==> src/include/tio_pkg.sv <==
// constants for the timed i/o port block: register map, control fields, reset values.
// assumes a 32-bit classic wishbone slave with byte addresses on adr_i.
package tio_pkg;
	localparam int TIO_NCB = 6;
	localparam int TIO_NP = 2;
	localparam logic [7:0] TIO_LINK_OFF = 8'h00;
	localparam logic [2:0] TIO_PORT_PAGE0 = 3'h2;
	localparam logic [4:0] TIO_R_CTRL = 5'h00;
	localparam logic [4:0] TIO_R_DATA = 5'h04;
	localparam logic [4:0] TIO_R_CMP = 5'h08;
	localparam logic [4:0] TIO_R_TIME = 5'h0c;
	localparam logic [4:0] TIO_R_COUNT = 5'h10;
	localparam logic [4:0] TIO_R_STAMP = 5'h14;
	localparam logic [4:0] TIO_R_STAT = 5'h18;
	localparam int TIO_C_EN = 0;
	localparam int TIO_C_OUT = 1;
	localparam int TIO_C_OD = 2;
	localparam int TIO_C_COND = 3;
	localparam int TIO_C_TIMED = 5;
	localparam int TIO_C_STRB = 6;
	localparam int TIO_C_CB = 8;
	localparam int TIO_CB_SRC = 16;
	localparam logic [31:0] TIO_CTRL_RST = 32'h0;
	localparam logic [16:0] TIO_CBCFG_RST = 17'h0;
	localparam logic [15:0] TIO_CNT_RST = 16'h0;
	localparam logic [1:0] TIO_COND_EQ = 2'h1;
	localparam logic [1:0] TIO_COND_NE = 2'h2;
	typedef enum {TIO_IDLE, TIO_RUN} tio_state_e;
endpackage

==> src/verilog/tio_port.sv <==
// timed i/o port pair (wide port and 1-bit port) with six clock blocks, wishbone registers.
// assumes pins are synchronous to clk_i; the pad ring resolves pin_o/pin_oe_o into the wire.
`timescale 1ns/1ps
// Overview of operation
// - ports come in 1, 4, 8, 16 or 32 pin widths onto physical pins
// - all pins of one port are either inputs or outputs
// - port drives pins or samples them, sampling optionally waits for a condition
// - each processor port access completes within one cycle
// - open drain: zero pulls low, one leaves pin undriven, set per port
// - data moves through a shift register plus transfer register
// - each port has a 16-bit counter timing pin transfers
// - counter readable anytime; transfer can wait for a future count
// - each transfer captures the counter as a timestamp
// - enabled serial link disables ports on its pins
// - enabled narrower port overrides wider port on shared pins only
// - a port always transfers at its full nominal width
// - six clock blocks; block 0 is the reference clock, others programmable
// - a clock block may take its clock from a 1-bit port
// - such a pin-sourced clock may optionally be divided
// - ports accept an incoming strobe; only the wide port produces the outgoing strobe
// - after reset every port uses clock block 0
// - pin events go straight to the tile scheduler, no interrupts
module tio_port import tio_pkg::*; #(
	parameter int WIDE_W = 8,
	parameter int TR_W = 32,
	parameter int NARROW_PIN = 0,
	parameter int LINK_LO = 4,
	parameter int LINK_HI = 7
) (
	input wire logic clk_i,
	input wire logic rst_i,
	input wire logic cyc_i,
	input wire logic stb_i,
	input wire logic we_i,
	input wire logic [7:0] adr_i,
	input wire logic [31:0] dat_i,
	input wire logic [3:0] sel_i,
	output logic [31:0] dat_o,
	output logic ack_o,
	input wire logic [WIDE_W-1:0] pin_i,
	output logic [WIDE_W-1:0] pin_o,
	output logic [WIDE_W-1:0] pin_oe_o,
	input wire logic strobe_input_i,
	output logic strobe_output_o,
	output logic [TIO_NP-1:0] event_o
);
	function automatic logic port_sel(input logic [7:0] a, input int p);
		port_sel = a[7:5] == 3'(TIO_PORT_PAGE0 + 3'(p));
	endfunction

	function automatic logic [31:0] merge(input logic [31:0] old, input logic [31:0] d, input logic [3:0] s);
		for (int b = 0; b < 4; b++)
			merge[8*b +: 8] = s[b] ? d[8*b +: 8] : old[8*b +: 8];
	endfunction

	function automatic logic cb_tick(input logic [TIO_NCB-1:0] t, input logic [2:0] s);
		cb_tick = (32'(s) < TIO_NCB) ? t[s] : 1'b0;
	endfunction

	logic wr;
	logic rd_take;
	logic link_en;
	logic pin0_q;
	logic pin0_q2;
	logic [TIO_NCB-1:0] tick;
	logic [31:0] port_rd [TIO_NP];
	logic [31:0] cb_rd [TIO_NCB];
	logic [TIO_NP-1:0] p_en;
	logic [TIO_NP-1:0] p_out;
	logic [TIO_NP-1:0] p_od;
	logic [TIO_NP-1:0] p_strb;
	logic [TIO_NP-1:0] p_ev;
	logic [WIDE_W-1:0] p_val [TIO_NP];
	logic [31:0] next_rd;

	// writes land on the edge where ack is high, so a held request writes again every second cycle
	assign wr = cyc_i && stb_i && we_i && ack_o;
	assign rd_take = cyc_i && stb_i && !we_i && ack_o;

	always_ff @(posedge clk_i) begin
		if (rst_i) begin
			ack_o <= 1'b0;
		end else begin
			ack_o <= cyc_i && stb_i && !ack_o;
		end
	end

	always_comb begin
		next_rd = 32'h0;
		if (adr_i[7:5] == 3'h0)
			next_rd = cb_rd[3'(adr_i[4:2] % 3'(TIO_NCB))];
		for (int p = 0; p < TIO_NP; p++)
			if (port_sel(adr_i, p))
				next_rd = port_rd[p];
	end

	always_ff @(posedge clk_i) begin
		if (rst_i) begin
			dat_o <= 32'h0;
		end else if (cyc_i && stb_i && !ack_o) begin
			dat_o <= next_rd;
		end
	end

	always_ff @(posedge clk_i) begin
		if (rst_i) begin
			link_en <= 1'b0;
		end else if (wr && adr_i == TIO_LINK_OFF && sel_i[0]) begin
			link_en <= dat_i[0];
		end
	end

	// clock source pin is the 1-bit port's pin; edge found on registered copies
	always_ff @(posedge clk_i) begin
		if (rst_i) begin
			pin0_q <= 1'b0;
			pin0_q2 <= 1'b0;
		end else begin
			pin0_q <= pin_i[NARROW_PIN];
			pin0_q2 <= pin0_q;
		end
	end

	assign tick[0] = 1'b1;
	assign cb_rd[0] = {31'h0, link_en};

	genvar c;
	generate
		for (c = 1; c < TIO_NCB; c++) begin : g_cb
			logic [16:0] cfg;
			logic [15:0] cnt;
			logic t;
			logic src_ev;
			assign src_ev = cfg[TIO_CB_SRC] ? (pin0_q && !pin0_q2) : 1'b1;
			assign tick[c] = t;
			assign cb_rd[c] = {15'h0, cfg};
			always_ff @(posedge clk_i) begin
				if (rst_i) begin
					cfg <= TIO_CBCFG_RST;
				end else if (wr && adr_i == 8'(4 * c)) begin
					cfg <= 17'(merge({15'h0, cfg}, dat_i, sel_i));
				end
			end
			// divide by cfg+1; zero passes every source edge through
			always_ff @(posedge clk_i) begin
				if (rst_i) begin
					cnt <= TIO_CNT_RST;
					t <= 1'b0;
				end else begin
					t <= 1'b0;
					if (src_ev) begin
						if (cnt >= cfg[15:0]) begin
							cnt <= TIO_CNT_RST;
							t <= 1'b1;
						end else begin
							cnt <= cnt + 16'h1;
						end
					end
				end
			end
		end
	endgenerate

	genvar g;
	generate
		for (g = 0; g < TIO_NP; g++) begin : g_port
			localparam int PW = (g == 0) ? WIDE_W : 1;
			localparam int PLO = (g == 0) ? 0 : NARROW_PIN;
			localparam logic [5:0] NST = 6'(TR_W / PW);
			logic [31:0] ctrl;
			logic [31:0] cmp;
			logic [15:0] cnt;
			logic [15:0] tme;
			logic [15:0] stamp;
			logic [TR_W-1:0] tr;
			logic [TR_W-1:0] sh;
			logic [TR_W-1:0] next_sh;
			logic [PW-1:0] drv;
			logic [PW-1:0] chunk;
			logic [5:0] left;
			logic full;
			logic armed;
			logic strb_f;
			logic ev;
			logic tk;
			logic out;
			logic time_ok;
			logic cond_ok;
			logic sok;
			logic start;
			logic take;
			logic hit;
			tio_state_e st;

			assign hit = port_sel(adr_i, g);
			assign out = ctrl[TIO_C_OUT];
			assign tk = ctrl[TIO_C_EN] && cb_tick(tick, ctrl[TIO_C_CB +: 3]);
			assign chunk = pin_i[PLO +: PW];
			assign time_ok = !armed || cnt == tme;
			assign sok = !ctrl[TIO_C_STRB] || strobe_input_i;
			always_comb begin
				unique case (ctrl[TIO_C_COND +: 2])
					TIO_COND_EQ: cond_ok = chunk == cmp[PW-1:0];
					TIO_COND_NE: cond_ok = chunk != cmp[PW-1:0];
					default: cond_ok = 1'b1;
				endcase
			end
			assign start = tk && st == TIO_IDLE && time_ok && (out ? full : (cond_ok && sok));
			assign take = tk && !out && sok && (st == TIO_RUN || start);
			assign next_sh = (sh >> PW) | (TR_W'(chunk) << (TR_W - PW));

			always_comb begin
				unique case (adr_i[4:0])
					TIO_R_CTRL: port_rd[g] = ctrl;
					TIO_R_DATA: port_rd[g] = 32'(tr);
					TIO_R_CMP: port_rd[g] = cmp;
					TIO_R_TIME: port_rd[g] = {16'h0, tme};
					TIO_R_COUNT: port_rd[g] = {16'h0, cnt};
					TIO_R_STAMP: port_rd[g] = {16'h0, stamp};
					TIO_R_STAT: port_rd[g] = {29'h0, armed, st == TIO_RUN, full};
					default: port_rd[g] = 32'h0;
				endcase
			end

			always_ff @(posedge clk_i) begin
				if (rst_i) begin
					ctrl <= TIO_CTRL_RST;
					cmp <= 32'h0;
					tme <= TIO_CNT_RST;
				end else if (wr && hit) begin
					if (adr_i[4:0] == TIO_R_CTRL)
						ctrl <= merge(ctrl, dat_i, sel_i);
					if (adr_i[4:0] == TIO_R_CMP)
						cmp <= merge(cmp, dat_i, sel_i);
					if (adr_i[4:0] == TIO_R_TIME)
						tme <= 16'(merge({16'h0, tme}, dat_i, sel_i));
				end
			end

			always_ff @(posedge clk_i) begin
				if (rst_i) begin
					cnt <= TIO_CNT_RST;
				end else if (tk) begin
					cnt <= cnt + 16'h1;
				end
			end

			// a timed transfer arms on a time write and fires once at the match
			always_ff @(posedge clk_i) begin
				if (rst_i) begin
					armed <= 1'b0;
				end else if (wr && hit && adr_i[4:0] == TIO_R_TIME) begin
					armed <= ctrl[TIO_C_TIMED];
				end else if (start) begin
					armed <= 1'b0;
				end
			end

			// transfer register and shifter; a completed capture beats a read clear
			always_ff @(posedge clk_i) begin
				if (rst_i) begin
					st <= TIO_IDLE;
					tr <= '0;
					sh <= '0;
					drv <= '0;
					left <= 6'h0;
					full <= 1'b0;
					stamp <= TIO_CNT_RST;
					ev <= 1'b0;
					strb_f <= 1'b0;
				end else begin
					ev <= 1'b0;
					if (out) begin
						if (wr && hit && adr_i[4:0] == TIO_R_DATA) begin
							tr <= TR_W'(merge(32'(tr), dat_i, sel_i));
							full <= 1'b1;
						end else if (start) begin
							full <= 1'b0;
						end
						if (start) begin
							sh <= tr;
							left <= NST;
							st <= TIO_RUN;
							stamp <= cnt;
						end else if (tk && st == TIO_RUN) begin
							drv <= sh[PW-1:0];
							sh <= sh >> PW;
							strb_f <= 1'b1;
							left <= left - 6'h1;
							if (left == 6'h1) begin
								st <= TIO_IDLE;
								ev <= 1'b1;
							end
						end else if (tk) begin
							strb_f <= 1'b0;
						end
					end else begin
						strb_f <= 1'b0;
						if (take) begin
							sh <= next_sh;
							if ((st == TIO_RUN ? left : NST) == 6'h1) begin
								tr <= next_sh;
								full <= 1'b1;
								stamp <= cnt;
								st <= TIO_IDLE;
								ev <= 1'b1;
							end else begin
								left <= (st == TIO_RUN ? left : NST) - 6'h1;
								st <= TIO_RUN;
							end
						end else if (rd_take && hit && adr_i[4:0] == TIO_R_DATA) begin
							full <= 1'b0;
						end
					end
				end
			end

			assign p_en[g] = ctrl[TIO_C_EN];
			assign p_out[g] = out;
			assign p_od[g] = ctrl[TIO_C_OD];
			assign p_strb[g] = strb_f && ctrl[TIO_C_STRB];
			assign p_ev[g] = ev;
			assign p_val[g] = WIDE_W'(drv) << PLO;

			a_cnt_wrap: assert property (@(posedge clk_i) disable iff (rst_i)
				tk && cnt == 16'hffff |=> cnt == 16'h0)
				else $error("port counter did not wrap to zero");
			a_reset_cb0: assert property (@(posedge clk_i)
				rst_i |=> ctrl[TIO_C_CB +: 3] == 3'h0 && !ctrl[TIO_C_EN])
				else $error("port not on clock block 0 after reset");
			a_stamp_cap: assert property (@(posedge clk_i) disable iff (rst_i)
				!out && $past(!out) && $rose(ev) |-> stamp == $past(cnt))
				else $error("timestamp not taken on capture");
			a_time_wait: assert property (@(posedge clk_i) disable iff (rst_i)
				st == TIO_IDLE && armed && cnt != tme |=> st == TIO_IDLE)
				else $error("transfer started before its time");
		end
	endgenerate

	// pin ownership: link first, then the narrow port, then the wide port
	always_ff @(posedge clk_i) begin
		if (rst_i) begin
			pin_o <= '0;
			pin_oe_o <= '0;
		end else begin
			for (int i = 0; i < WIDE_W; i++) begin
				pin_o[i] <= 1'b0;
				pin_oe_o[i] <= 1'b0;
				if (i >= LINK_LO && i <= LINK_HI && link_en) begin
					pin_oe_o[i] <= 1'b0;
				end else if (i == NARROW_PIN && p_en[1]) begin
					pin_o[i] <= p_val[1][i] && !p_od[1];
					pin_oe_o[i] <= p_out[1] && (!p_od[1] || !p_val[1][i]);
				end else if (p_en[0]) begin
					pin_o[i] <= p_val[0][i] && !p_od[0];
					pin_oe_o[i] <= p_out[0] && (!p_od[0] || !p_val[0][i]);
				end
			end
		end
	end

	always_ff @(posedge clk_i) begin
		if (rst_i) begin
			strobe_output_o <= 1'b0;
			event_o <= '0;
		end else begin
			strobe_output_o <= p_strb[0];
			event_o <= p_ev;
		end
	end

	a_bus_ack_one: assert property (@(posedge clk_i) disable iff (rst_i)
		cyc_i && stb_i && !ack_o |=> ack_o)
		else $error("bus access not answered in one cycle");
	a_ack_drop: assert property (@(posedge clk_i) disable iff (rst_i)
		ack_o |=> !ack_o)
		else $error("ack held for more than one cycle");
	a_link_off: assert property (@(posedge clk_i) disable iff (rst_i)
		link_en |=> pin_oe_o[LINK_HI:LINK_LO] == '0)
		else $error("pin driven under enabled link");
	a_narrow_wins: assert property (@(posedge clk_i) disable iff (rst_i)
		p_en[1] && !p_out[1] |=> !pin_oe_o[NARROW_PIN])
		else $error("wide port drives pin owned by narrow input port");
	a_od_high: assert property (@(posedge clk_i) disable iff (rst_i)
		p_en[0] && p_od[0] && !link_en && !p_en[1] |=> pin_o[WIDE_W-1] == 1'b0)
		else $error("open drain pin driven high");
endmodule

==> config.mk <==
export PLATFORM = sky130hd
export DESIGN_NAME = tio_port
export DESIGN_NICKNAME = d
export VERILOG_FILES = /design/src/include/tio_pkg.sv /design/src/verilog/tio_port.sv
export SDC_FILE = /design/constraint.sdc
export NUM_CORES = 2
export LEC_CHECK = 0
export ABC_AREA = 1
export BUFFER_PORTS_ARGS = -buffer_cell sky130_fd_sc_hd__buf_2
export CAP_MARGIN = 15
export CORE_UTILIZATION = 60
export DETAILED_ROUTE_END_ITERATION = 12
export PLACE_DENSITY = 0.78
export SLEW_MARGIN = 10
export SYNTH_ARGS = -nofsm -noshare
export SYNTH_HDL_FRONTEND = slang
export SYNTH_SLANG_ARGS = --single-unit
==> constraint.sdc <==
create_clock -name clk_i -period 2.48 [get_ports clk_i]
set_clock_uncertainty 0.15 [all_clocks]
set_input_delay 0.248 -clock clk_i [delete_from_list [all_inputs] [get_ports clk_i]]
set_output_delay 0.248 -clock clk_i [all_outputs]
set_load 0.03 [all_outputs]
==> run_results.csv <==
group,metric,value,unit
status,status,"complete, no violations",
global_route,top_usage_layer,"met2",
global_route,grt_overflow,0,
timing,max_slew_margin,0.5724,
final_layout,drive_gt1_frac,0.1247,
synthesis,synth_area_leaders,"dfxtp_1, o21ai_0, a21oi_1, nand2_1, inv_1",
clock_tree,htreeDepth,3,
placement,place.gp.congestion,1.013,
timing,clock.fmax,0.4074,GHz
synthesis,async_flop_share,0,
routing,firstDrtPassIters,6,
setup_path,cp_data_arrival_time,2830,ps
setup_path,crit_slowest_cell,"dfxtp_2",
routing,drc,0,
power_and_ir_drop,vdd.ir_drop.worst,0.5100,mV
routing,vias_per_cell,6.011,
final_layout,n_fill_cell,3857,
timing,tightest_slew,639.0,ps
floorplan,die_h,223.0,um
clock_tree,tritoncts.num_buffers,66,
setup_path,path_common_cell,"nand2_4",
floorplan,rows,80,
floorplan,die_x,223.0,um
timing,period_needed,2454,ps
synthesis,netlist.area_leader.share,0.4148,
global_route,use_met3,0.08956,
synthesis,syn_area_per_cell,7.276,um2
final_layout,num-nets-final,4355,
routing,dr_total_vias,29240,
timing,finalMaxSlewViolations,0,
setup_path,critPathKind,"reg -> reg",
floorplan,dieArea,49710,um2
placement,hpwl,68.18,mm
synthesis,ys.flop_type,"dfxtp_1",
power_and_ir_drop,power_density,629.1,nW/um2
timing,setup_viol,0,
synthesis,synth_nets,4183,
synthesis,ys_seq_area_frac,0.4148,
power_and_ir_drop,finalPower,21.68,mW
setup_path,crit_family,"simple AND/OR/NAND/NOR gates",
final_layout,fin_util,0.7188,
setup_path,path_max_fanout,7,
global_route,first_global_vias,26020,
routing,postRouteAntennaNets,0,
synthesis,syn_area,29290,um2
synthesis,synthCells,4026,
clock_tree,cts_tree,"yes",
clock_tree,insertion_delay,600,ps
synthesis,yosysTopAreaCell,"dfxtp_1",
routing,drt_iter0_drc,3683,
setup_path,startpoint_type,"register",
setup_path,worstPathCellList,"inv_4, a21oi_2, o21ai_2, nor2_4, o211ai_2, nor2_2, nand2_4, nand3b_1, buf_6, nand2_4, clkbuf_16, a21oi_1",
setup_path,required,2850,ps
timing,fin_setup_tns,0,ps
power_and_ir_drop,p_leak,13.67,nW
timing,finalHoldViolCount,0,
floorplan,coreArea,47950,um2
global_route,grt_use_total,0.3836,
final_layout,area_growth,17.65,%
global_route,antenna_found_initial,3,
clock_tree,clockBufferDepth,3,
setup_path,cp_num_buf_inv,3,
clock_tree,cts_root_buf,"clkbuf_16",
synthesis,synth_cell_types,60,
routing,drt-total-wl,99.62,mm
synthesis,synth_edf_count,0,
global_route,gr-usage-met1,0.5247,
placement,dp.cells,4697,
synthesis,yosys_warnings,0,
setup_path,max_stage_delay,350,ps
global_route,grt_max_degree,71,
final_layout,finalInstanceArea,34470,um2
final_layout,final_cells,4865,
min_path,hold_path_class,"in -> reg",
run,max_cap_viol_count,0,
floorplan,io_pins,110,
clock_tree,clkTransAtPathRegs,60,ps
synthesis,ys_seq_elements,607,
clock_tree,cts.sinks,607,
timing,finalCritPeriodShare,0.9897,
routing,wl_per_cell,20.48,um
global_route,grt_util_met2,0.5691,
floorplan,start_util,0.6110,
setup_path,crit_path_end_kind,"register",
placement,place_area,31270,um2
placement,port_buffers,109,
global_route,grt_pass1_wl,148.4,mm
==> cell usage after synthesis, types with 53 or more instances <==
library cell,n
a21oi_1,492
buf_2,53
clkbuf_1,139
dfxtp_1,607
ha_1,99
inv_1,506
nand2_1,584
nand3_1,82
nor2_1,333
o21ai_0,591
o22ai_1,62
xor2_1,70
==> logic make-up (layout without fill, tap and decap cells) <==
kind of cell / Yosys count / after routing / share of synthesized area
AOI/OAI and AO/OA: 1346 / 1346 / 0.2518
xor gates and xnor gates: 93 / 93 / 0.02781
adders and majority gates: 99 / 99 / 0.04228
buffers and inverters: 744 / 965 / 0.09969
DFF: 607 / 607 / 0.4148
muxes: 2 / 2 / 0.0006834
other: 0 / 1 / 0
and+or+nand+nor: 1135 / 1137 / 0.1629
==> path summary, 6_finish.rpt <==
check / start / to / slack [ps] / depth (start not counted)
worst max-delay path: g_port[1].ctrl[10] / g_port[1].sh[23] / 30 / 12
worst min-delay path: dat_i[13] / g_cb[1].cfg[13] / 40 / 3
worst max register to register: g_port[1].ctrl[10] / g_port[1].sh[23] / 30 / 12
worst min register to register: g_port[0].ev / event_o[0] / 250 / 2
==> registers in the layout, indices dropped and copies added (netlist names), 5 cells and up <==
register / cells
g_port.left: 12
g_port.ctrl: 64
g_port.tme: 32
dat_o: 32
g_cb.cfg: 85
pin_oe_o: 8
g_port.drv: 9
g_port.stamp: 32
pin_o: 8
g_port.cnt: 32
g_port.sh: 64
g_cb.cnt: 80
g_cb.t: 5
g_port.tr: 64
g_port.cmp: 64
==> layout by cell type (no fill, tap or decap), drive strengths merged, types with 7 or more instances in the layout <==
cell type      n
clkinvlp       7
nor4           7
ha            99
clkinv        15
dlygate4sd3   24
a21oi        493
buf          289
nor3          55
dfxtp        607
bufinv        10
nand3         91
o22ai         62
nor2         339
nand2        595
a22oi         10
clkbuf       104
o21ai        620
inv          516
xor2          70
o311ai         7
a211oi        31
a221o         11
o2111ai       27
xnor2         23
nand4         34
o211ai        41
a31oi         13
==> what timing repair did <==
item,CTS,global route
cloned,0,10
endpoints found under the hold margin,95,0
hold buffers,24,0
pin swaps,0,8
setup endpoints to repair,23,261
resized for setup,6,99
setup buffers,3,11
==> layout make-up <==
| class | instances | area [um2] | area share |
|---|---|---|---|
| clock buffers | 96 | 2011 | 0.05834 |
| diodes | 1 | 2.502 | 0.00007261 |
| multi-input cells | 2677 | 14480 | 0.4200 |
| flip-flops and latches | 607 | 12160 | 0.3529 |
| repair buffers | 321 | 2663 | 0.07725 |
| clock inverters | 23 | 375.4 | 0.01089 |
| inverters | 525 | 2006 | 0.05819 |
| well taps | 615 | 769.5 | 0.02233 |
==> worst reg2reg max path: stages (launching register included) <==
cell and delay, ps:
dfxtp_2 350, inv_4 50, a21oi_2 130, o21ai_2 80, nor2_4 220, o211ai_2 130
nor2_2 170, nand2_4 110, nand3b_1 350, buf_6 180, nand2_4 90, clkbuf_16 180
a21oi_1 170
==> power by group <==
part           internal (mW)  switching, mW  total (mW)
sequential              9.79         0.0364        9.82
combinational          0.285          0.780        1.06
clock                   6.68           4.12        10.8
total                   16.7           4.93        21.7
==> layer usage <==
layer  up-vias  wire length (um)
li1      13830                 -
met1     13500             40860
met2      1620             42610
met3       290             11280
met4         2              4852
met5         -                13
==> metrics by stage <==
stage | hold WS, ps | setup slack, ps
3_3_place_gp | 240.4 | -12.17
3_5_place_dp | 242.3 | -5.701
2_1_floorplan | 218.7 | 280.4
4_1_cts | 2.260 | 8.430
6_report | 35.41 | 25.54
5_1_grt | 19.22 | -77.51
Power figures use the tool's default switching activity.
